==> src/hw/vdmm_pkg.sv <==
package vdmm_pkg;
    // soft switch locations
    localparam logic [15:0] VDMM_AUX_STORE_OFF_ADDR  = 16'hC000;
    localparam logic [15:0] VDMM_AUX_STORE_ON_ADDR   = 16'hC001;
    localparam logic [15:0] VDMM_AUX_STORE_READ_ADDR = 16'hC018;
    localparam logic [15:0] VDMM_PAGE_READ_ADDR      = 16'hC01C;
    localparam logic [15:0] VDMM_PAGE_FIRST_ADDR     = 16'hC054;
    localparam logic [15:0] VDMM_PAGE_SECOND_ADDR    = 16'hC055;
    localparam int          VDMM_STATE_BIT           = 7;
    // page bases
    localparam logic [15:0] VDMM_TEXT_BASE           = 16'h0400;
    localparam logic [15:0] VDMM_TEXT_PAGE2_OFFSET   = 16'h0400;
    localparam logic [15:0] VDMM_TEXT_PAGE_LAST      = 16'h07FF;
    localparam logic [15:0] VDMM_HIRES_BASE          = 16'h2000;
    localparam logic [15:0] VDMM_HIRES_PAGE2_OFFSET  = 16'h2000;
    localparam logic [15:0] VDMM_HIRES_PAGE_LAST     = 16'h3FFF;
    // folding
    localparam logic [15:0] VDMM_ROW_BYTES           = 16'h0028;
    localparam int          VDMM_BLOCK_SHIFT         = 7;
    localparam int          VDMM_DOT_BLOCK_SHIFT     = 10;
    localparam logic [5:0]  VDMM_LAST_COL            = 6'h27;
    localparam logic [7:0]  VDMM_LAST_LINE           = 8'hBF;
    // reset values
    localparam logic        VDMM_SWITCH_RESET        = 1'b0;
    typedef enum logic [0:0] {
        VDMM_PH_FETCH = 1'b0,
        VDMM_PH_SECOND = 1'b1
    } vdmm_phase_t;
endpackage : vdmm_pkg

==> src/hw/vdmm_top.sv <==
`timescale 1ns/1ps
module vdmm_top
    import vdmm_pkg::*;
(
    input  wire logic        sys_clk_i,
    input  wire logic        resetn_i,
    input  wire logic [15:0] cpu_addr_i,
    input  wire logic        cpu_rd_i,
    input  wire logic        cpu_wr_i,
    input  wire logic        mode_hires_i,
    input  wire logic        mode_col80_i,
    input  wire logic        mode_dhires_i,
    input  wire logic [7:0]  main_data_i,
    input  wire logic [7:0]  aux_data_i,
    output logic [7:0]       cpu_rdata_o,
    output logic             cpu_rdata_valid_o,
    output logic             cpu_to_aux_o,
    output logic [15:0]      fetch_addr_o,
    output logic [7:0]       video_byte_o,
    output logic             video_byte_valid_o,
    output logic             video_byte_aux_o
);
    logic        aux_store_enable_switch;
    logic        second_page_select_switch;
    vdmm_phase_t phase;
    logic [5:0]  col;
    logic [7:0]  line;
    logic [7:0]  main_hold;
    logic        interleave_hold;

    // switch decode
    wire access       = cpu_rd_i | cpu_wr_i;
    wire aux_on_hit   = cpu_wr_i & (cpu_addr_i == VDMM_AUX_STORE_ON_ADDR);
    wire aux_off_hit  = cpu_wr_i & (cpu_addr_i == VDMM_AUX_STORE_OFF_ADDR);
    wire page2_hit    = access & (cpu_addr_i == VDMM_PAGE_SECOND_ADDR);
    wire page1_hit    = access & (cpu_addr_i == VDMM_PAGE_FIRST_ADDR);
    wire rd_aux_hit   = cpu_rd_i & (cpu_addr_i == VDMM_AUX_STORE_READ_ADDR);
    wire rd_page_hit  = cpu_rd_i & (cpu_addr_i == VDMM_PAGE_READ_ADDR);
    wire [7:0] rd_val = rd_aux_hit  ? {aux_store_enable_switch, 7'h00}
                      : rd_page_hit ? {second_page_select_switch, 7'h00}
                      : 8'h00;

    // processor routing of page-one accesses
    wire in_text_p1  = (cpu_addr_i >= VDMM_TEXT_BASE)
                     & (cpu_addr_i <= VDMM_TEXT_PAGE_LAST);
    wire in_hires_p1 = mode_hires_i & (cpu_addr_i >= VDMM_HIRES_BASE)
                     & (cpu_addr_i <= VDMM_HIRES_PAGE_LAST);
    assign cpu_to_aux_o = aux_store_enable_switch & second_page_select_switch
                        & (in_text_p1 | in_hires_p1);

    // scan address generation
    wire interleave = mode_col80_i | (mode_dhires_i & mode_hires_i);
    wire use_page2  = second_page_select_switch & ~aux_store_enable_switch
                    & ~interleave;
    // three rows 64 apart share a 128-byte block, 120 bytes used
    wire [15:0] fold_off = 16'({line[5:3], 7'h00})
                         + 16'(line[7:6]) * VDMM_ROW_BYTES
                         + 16'(col);
    wire [15:0] text_addr = VDMM_TEXT_BASE + fold_off
                          + (use_page2 ? VDMM_TEXT_PAGE2_OFFSET
                                       : 16'h0000);
    wire [15:0] hires_addr = VDMM_HIRES_BASE + fold_off
                           + 16'({line[2:0], 10'h000})
                           + (use_page2 ? VDMM_HIRES_PAGE2_OFFSET
                                        : 16'h0000);
    wire [15:0] next_fetch_addr = mode_hires_i ? hires_addr : text_addr;
    wire        col_end  = (col == VDMM_LAST_COL);
    wire        line_end = (line == VDMM_LAST_LINE);
    wire [5:0]  next_col  = col_end ? 6'h00 : col + 6'h01;
    wire [7:0]  next_line = !col_end ? line
                          : line_end ? 8'h00 : line + 8'h01;

    always_ff @(posedge sys_clk_i) begin
        if (!resetn_i) begin
            aux_store_enable_switch   <= VDMM_SWITCH_RESET;
            second_page_select_switch <= VDMM_SWITCH_RESET;
            cpu_rdata_o               <= 8'h00;
            cpu_rdata_valid_o         <= 1'b0;
        end else begin
            if (aux_on_hit)
                aux_store_enable_switch <= 1'b1;
            else if (aux_off_hit)
                aux_store_enable_switch <= 1'b0;
            if (page2_hit)
                second_page_select_switch <= 1'b1;
            else if (page1_hit)
                second_page_select_switch <= 1'b0;
            cpu_rdata_o       <= rd_val;
            cpu_rdata_valid_o <= rd_aux_hit | rd_page_hit;
        end
    end

    // scan counters: one column every two clocks
    always_ff @(posedge sys_clk_i) begin
        if (!resetn_i) begin
            phase        <= VDMM_PH_FETCH;
            col          <= 6'h00;
            line         <= 8'h00;
            fetch_addr_o <= VDMM_TEXT_BASE;
        end else begin
            unique case (phase)
                VDMM_PH_FETCH: begin
                    phase <= VDMM_PH_SECOND;
                end
                VDMM_PH_SECOND: begin
                    phase <= VDMM_PH_FETCH;
                    col   <= next_col;
                    line  <= next_line;
                end
            endcase
            if (phase == VDMM_PH_SECOND)
                fetch_addr_o <= next_fetch_addr;
        end
    end

    // byte output: when interleaved, aux byte (even column) then main byte (odd column); otherwise main byte only
    always_ff @(posedge sys_clk_i) begin
        if (!resetn_i) begin
            main_hold          <= 8'h00;
            interleave_hold    <= 1'b0;
            video_byte_o       <= 8'h00;
            video_byte_valid_o <= 1'b0;
            video_byte_aux_o   <= 1'b0;
        end else if (phase == VDMM_PH_FETCH) begin
            main_hold          <= main_data_i;
            interleave_hold    <= interleave;
            video_byte_o       <= interleave ? aux_data_i
                                             : main_data_i;
            video_byte_valid_o <= 1'b1;
            video_byte_aux_o   <= interleave;
        end else begin
            video_byte_o       <= main_hold;
            video_byte_valid_o <= interleave_hold;
            video_byte_aux_o   <= 1'b0;
        end
    end
endmodule : vdmm_top

==> config.mk <==
export PLATFORM = sky130hd
export DESIGN_NAME = vdmm_top
export DESIGN_NICKNAME = d
export VERILOG_FILES = /design/src/hw/vdmm_pkg.sv /design/src/hw/vdmm_top.sv
export SDC_FILE = /design/constraint.sdc
export NUM_CORES = 1
export LEC_CHECK = 0
export ABC_AREA = 1
export BUFFER_PORTS_ARGS = -buffer_cell sky130_fd_sc_hd__buf_4
export CAP_MARGIN = 25
export CORE_MARGIN = 5
export CORE_UTILIZATION = 51
export DETAILED_ROUTE_END_ITERATION = 16
export HOLD_SLACK_MARGIN = 0.02
export PLACE_DENSITY = 0.82
export SLEW_MARGIN = 20
export SYNTH_ARGS = -nofsm -noshare
export SYNTH_HDL_FRONTEND = slang
export SYNTH_SLANG_ARGS = --single-unit
==> constraint.sdc <==
create_clock -name sys_clk_i -period 2 [get_ports sys_clk_i]
set_input_delay 0 -clock sys_clk_i [delete_from_list [all_inputs] [get_ports sys_clk_i]]
set_output_delay 0 -clock sys_clk_i [all_outputs]
set_load 0.01 [all_outputs]
# [Word-level counts from Yosys, hierarchy flattened]
# Index checks and enable logic that the tools add are counted.
[word_totals] ff_bits=61 input_bits=39 word_cells=78 output_inout_bits=36
[op_classes] eq_ne=8 n_mul=1 muxes=15 bitwise_logic=22 n_addsub=9 n_reduce_logical=5 order_cmp=4
[op_table] operator="$eq 16x16->1 const B" n=6
[op_table] operator="$mux 8" n=5
[op_table] operator="$add 15x13->16" n=1
[op_table] operator="$add 16x14->16" n=1
[op_table] operator="$ge 16x11->1 const B" n=1
[op_table] operator="$ge 16x14->1 const B" n=1
[op_table] operator="$le 16x11->1 const B" n=1
[op_table] operator="$le 16x14->1 const B" n=1
[op_table] operator="$mux 16" n=1
[op_table] operator="$add 14x12->15 const A" n=1
[op_table] operator="$add 13x11->14" n=1
[op_table] operator="$and 1x1->1" n=14
[op_table] operator="$mux 14" n=1
[op_table] operator="$add 11x12->13 const A" n=1
[op_table] operator="$add 11x6->12" n=1
[op_table] operator="$add 10x8->11" n=1
[op_table] operator="$mux 11" n=1
[op_table] operator="$add 8x1->8 const B" n=1
[op_table] operator="$eq 8x8->1 const B" n=1
[op_table] operator="$add 6x1->6 const B" n=1
[op_table] operator="$eq 6x6->1 const B" n=1
[op_table] operator="$mux 6" n=1
[op_table] operator="$mul 2x3->5 const B" n=1
[op_table] operator="$mux 1" n=5
[op_table] operator="6 further kinds" n=14

# [Logic depth before layout (Yosys ltp)]
[logic_depth] depth_word=7 mapped_depth=11 depth_no_buf=11

# [Least setup slack after synthesis]
# OpenSTA, ideal clock, no wires.
[synth_path] path_kind="reg-to-reg" startpoint="reg line[7]" endpoint="reg fetch_addr_o[12]" synth_period_minus_slack_ns=1.787 slack_ns=0.213 t_arrival_ns=1.686 required_time_ns=1.899 path_stages_with_launch=11 path_cell_list="dfxtp_1 -> ha_1 -> nand3_1 -> nand3_1 -> nand2_1 -> nor3_1 -> ha_1 -> ha_1 -> nand2_1 -> inv_1 -> o41ai_1"
[synth_via] elab_chain_cells=7
[synth_rtl] element="start: declaration" line_no="vdmm_top.sv:27" text="logic [7:0] line;"
[synth_rtl] element="start signal: assignment" line_no="vdmm_top.sv:108" text="line <= next_line;"
[synth_rtl] element="$mul 2x3->5 (*)" line_no="vdmm_top.sv:57" text="+ 16'(line[7:6]) * VDMM_ROW_BYTES"
[synth_rtl] element="$add 10x8->11 (*)" line_no="vdmm_top.sv:57"
[synth_rtl] element="$add 11x6->12 (*)" line_no="vdmm_top.sv:58" text="+ 16'(col);"
[synth_rtl] element="$add 14x12->15" line_no="vdmm_top.sv:62" text="wire [15:0] hires_addr = VDMM_HIRES_BASE + fold_off"
[synth_rtl] element="$add 15x13->16" line_no="vdmm_top.sv:63" text="+ 16'({line[2:0], 10'h000})"
[synth_rtl] element="$add 16x14->16" line_no="vdmm_top.sv:64" text="+ (use_page2 ? VDMM_HIRES_PAGE2_OFFSET"
[synth_rtl] element="$mux 16 (*)" line_no="vdmm_top.sv:66" text="wire [15:0] next_fetch_addr = mode_hires_i ? hires_addr : text_addr;"
[synth_rtl] element="end signal: assignment" line_no="vdmm_top.sv:112" text="fetch_addr_o <= next_fetch_addr;"
[synth_rtl] element="end: declaration" line_no="vdmm_top.sv:18" text="output logic [15:0] fetch_addr_o,"
# Every way passes the cells marked *; elsewhere a longest branch is shown, timed or not.
# A chain may end at the register's enable or synchronous reset.

# [Worst setup path after layout]
[layout_path] startpoint="reg col[4]" endpoint="reg fetch_addr_o[12]"
[layout_via] elab_chain_cells=5
[layout_rtl] element="start: declaration" line_no="vdmm_top.sv:26" text="logic [5:0] col;"
[layout_rtl] element="start signal: assignment" line_no="vdmm_top.sv:107" text="col <= next_col;"
[layout_rtl] element="$add 11x6->12 (*)" line_no="vdmm_top.sv:58"
[layout_rtl] element="$add 14x12->15" line_no="vdmm_top.sv:62"
[layout_rtl] element="$add 15x13->16" line_no="vdmm_top.sv:63"
[layout_rtl] element="$add 16x14->16" line_no="vdmm_top.sv:64"
[layout_rtl] element="$mux 16 (*)" line_no="vdmm_top.sv:66"
# Marks and branches as above.

==> summary.md <==
| Metric | Value |
|---|---|
| First-pass GRT wire length | 10500 µm |
| Clk sink count | 53 |
| Vias/cell | just over 5 |
| Share of layout cells above drive strength 1 | a little over a fifth |
| Global route overflow | 0 |
| Critical Path RT | roughly 2.2 ns |
| Worst setup EP type | flop |
| Final net count | approximately 470 |
| Largest cells by area after synthesis | dfxtp_1, nand2_1, o21ai_0 |
| Vias | between 2000 and 2500 |
| Vias in the first global route | approximately 2400 |
| GRT Total Usage | roughly a fifth |
| Non-filler instance count after layout | 494 |
| 1st-iter DRT viols | 158 |
| YS warnings | 0 |
| Initial core utilization | between 50 and 60% |
| Clk pin slew, worst setup/hold paths | around 0.090 ns |
| Area share of xor/xnor cells in the synthesized design | less than 1% |
| RSZ-0062 raised after global routing | false |
| Max-cap viol count | 0 |
| Final period util | 95.7% |
| Worst skew pair latency | approximately 0.3 ns |
| Largest family of logic cells by synthesized area | simple AND/OR/NAND/NOR gates |
| Critical Path Max Stage Delay | approximately 0.36 ns |
| Most frequent cell on the critical path | ha_1 |
| Placed wire-length estimate | 4700 µm |
| Site row count | 25 |
| R2R Setup Slk | 0.09 ns |
| Initial antenna violation count | 0 |
| Post-synthesis adder-cell area fraction | 4.84% |
| #FFs+latches synth | 53 |
| Netlist cell types | 35 |
| Clock Skews | 0.00368 ns |
| CP endpoint | fetch_addr_o[12] |
| Largest net degree at the start of global routing | 23 |
| Compound-cell area share of the yosys netlist | between 10% and 20% |
| Top cell type's share of synthesized area | 42.8% |
| I/O pin count | 75 |
| CORE AREA | around 0.0047 mm² |
| Final WL | about 6600 µm |
| Power per cell area | 592 mW/mm² |
| Post-Synth Simple-Gate Area | 25.7% |
| Critical path cell sequence | ha_1, nand3_1, nand3_1, nand2_1, nor3_2, ha_1, ha_1, nand2_1, inv_1, o41ai_2 |
| Leakage power | 1.50 nW |
| R2r startpoint | col[4] |
| Path depth of the worst reg2reg path | 10 |
| Syn-to-layout area delta | 34.8% |
| DIE WIDTH | ~80 µm |
| Final Hold Vio Count | 0 |
| Routability cong. | 0.889 |
| ANT nets after route | 0 |
| VDD IR max | about 0.00033 V |
| Die Ht | ~80 µm |
| CTS buffer count | 5 |
| Dpl cells | roughly 470 |
| Clock Tree Root | clkbuf_8 |
| CTS tree | built |
| # setup viols final | 0 |
| ANT cells | 0 |
| Post-route minimum period | roughly 1.9 ns |
| IO Port Bufs | 66 |
| Avg Cell Area, Syn | between 7 and 8 µm² |
| Clk buf depth | 2 |
| Seq/Total Area, Yosys | ~43% |
| Die ar. | approximately 0.0064 mm² |
| Detailed Routing Iterations Pass 1 | 5 |
| H-tree depth | 2 |
| Status | completed |
| WP data arrival | between 2 and 2.5 ns |
| Syn Inst Count | roughly 340 |
| Drt wl/cell | about 13 µm |
| Pins Over Slew Limit | 0 |
| Crit Path Category | flop to flop |
| Critical Path Fanout Max | 5 |
| Crit path max-delay cell type | dfxtp_2 |
| Post-CTS Setup Inserts | 0 |
| Critical path launch point type | flop |
| RR Endpoint | fetch_addr_o[12] |
| HP Class | primary input to flop |
| Synthesized area | approximately 0.0025 mm² |
| Drt drc | 0 |
| Fin util | between 70% and 80% |
| Crit path from | col[4] |
| Multiplexer share of the synthesized area | 0% |
| Sum of negative setup slack | 0 ns |
| Dominant cell type by area after synthesis | dfxtp_1 |
| FMAX | approximately 520 MHz |
==> worst max-delay path, delay by kind of cell, from the launching register on <==
family | cells | cell delay (ns)
AOI/OAI and AO/OA | 1 | 0.26
adders and majority gates | 3 | 0.72
buffers and inverters | 1 | 0.06
DFF | 1 | 0.36
and+or+nand+nor | 5 | 0.43
==> worst min path at each step <==
stage                     slack, ns  depth (start not counted)                 endpoint            from
after global placement         0.21                          3             main_hold[4]  main_data_i[4]
after detailed placement       0.22                          3             main_hold[5]  main_data_i[5]
after floorplan                0.11                          2             main_hold[0]  main_data_i[0]
final                          0.04                          5  aux_store_enable_switch   cpu_addr_i[0]
after CTS                      0.03                          5  aux_store_enable_switch   cpu_addr_i[0]
after global routing           0.05                          5  aux_store_enable_switch   cpu_addr_i[0]
==> per-layer routing <==
| metal | share of wire [%] | GRT usage [%] | vias up | routed length [µm] |
|---|---|---|---|---|
| li1 | - | - | 1251 | - |
| met1 | 41 | 24.1 | 1156 | 2720 |
| met2 | 52 | 39.8 | 73 | 3390 |
| met3 | 5.2 | 3.05 | 13 | 342 |
| met4 | 1.8 | 5.91 | 0 | 116 |
| met5 | 0 | 0 | - | 0 |
==> registers in the layout (all words and copies together) (netlist names) <==
signal	cells
video_byte_o	8
cpu_rdata_o	1
aux_store_enable_switch	1
video_byte_valid_o	1
phase	1
line	8
cpu_rdata_valid_o	1
main_hold	8
video_byte_aux_o	1
interleave_hold	1
second_page_select_switch	1
col	6
fetch_addr_o	15
==> through the flow <==
stage	power, W	worst slack [ns]	area [µm²]	hold slack [ns]
2_1_floorplan	0.00126	0.213	2510	0.113
3_3_place_gp	0.00137	0.149	3020	0.214
3_5_place_dp	0.00138	0.0181	3020	0.217
4_1_cts	0.00199	0.0131	3320	0.0336
5_1_grt	0.00207	0.00823	3340	0.0451
6_report	0.00198	0.0867	3340	0.0355
==> placed cells by master, fill, tap and decap left out <==
cell type	synthesis	routed
dlygate4sd3_1	0	21
xor2_1	2	2
nor3_2	2	3
ha_1	8	7
a31oi_1	1	1
nand3_2	1	1
a211oi_1	1	1
dfxtp_1	53	51
nand3_1	16	16
clkbuf_8	0	5
clkinv_1	1	1
o21ai_1	2	3
clkinvlp_4	0	2
nand3_4	1	1
clkbuf_1	2	1
o22ai_1	9	9
o41ai_2	0	1
conb_1	1	8
nor3_1	6	5
nand2_2	1	1
inv_1	42	42
nor3b_1	1	1
buf_4	9	70
and2_1	1	1
nand4_1	3	3
dfxtp_2	0	2
a22o_1	2	2
or3b_2	1	1
ha_4	0	1
nor2_1	45	44
o21ai_2	1	1
nor2_8	1	1
a21oi_1	16	16
nor2_2	0	1
or2_0	1	1
nand2_1	63	63
fa_1	1	1
o21ai_0	35	34
inv_2	2	2
==> cell families (layout without fill, tap and decap cells) <==
kind of cell               Yosys count  after routing
AOI/OAI and AO/OA                   68             68
other                                1              8
adders and majority gates            9              9
DFF                                 53             53
xor gates and xnor gates             2              2
and+or+nand+nor                    143            143
buffers and inverters               60            144
==> final cells by class <==
| type | count | area [µm²] |
|---|---|---|
| clock buffers | 6 | 72.6 |
| clock inverters | 2 | 15.0 |
| fillers | 375 | 1380 |
| inverters | 45 | 169 |
| multi-input cells | 230 | 1200 |
| flip-flops and latches | 53 | 1060 |
| well taps | 67 | 83.8 |
| repair buffers | 91 | 736 |
==> synthesized netlist by cell type, drive strengths merged <==
master	count
clkinv	1
fa	1
xor2	2
a22o	2
a211oi	1
buf	13
ha	8
conb	1
nor3	8
nor2	46
dfxtp	53
o22ai	9
o21ai	38
clkbuf	2
a21oi	16
or2	1
nand3	18
o41ai	1
inv	44
or3b	1
nor3b	1
nand2	64
nand4	3
a31oi	1
and2	1
==> power breakdown <==
group | switching (W) | internal [W]
Sequential | 0.0000194 | 0.00109
Clock | 0.000342 | 0.000247
Combinational | 0.000139 | 0.000138
Total | 0.000500 | 0.00148
==> what timing repair did <==
action | 4_1_cts | 5_1_grt
gates resized for setup | 1 | 5
setup endpoints to repair | 1 | 5
cloned | 0 | 0
hold buffers | 21 | 0
endpoints found under the hold margin | 25 | 0
(Power assumes the default switching activity.)
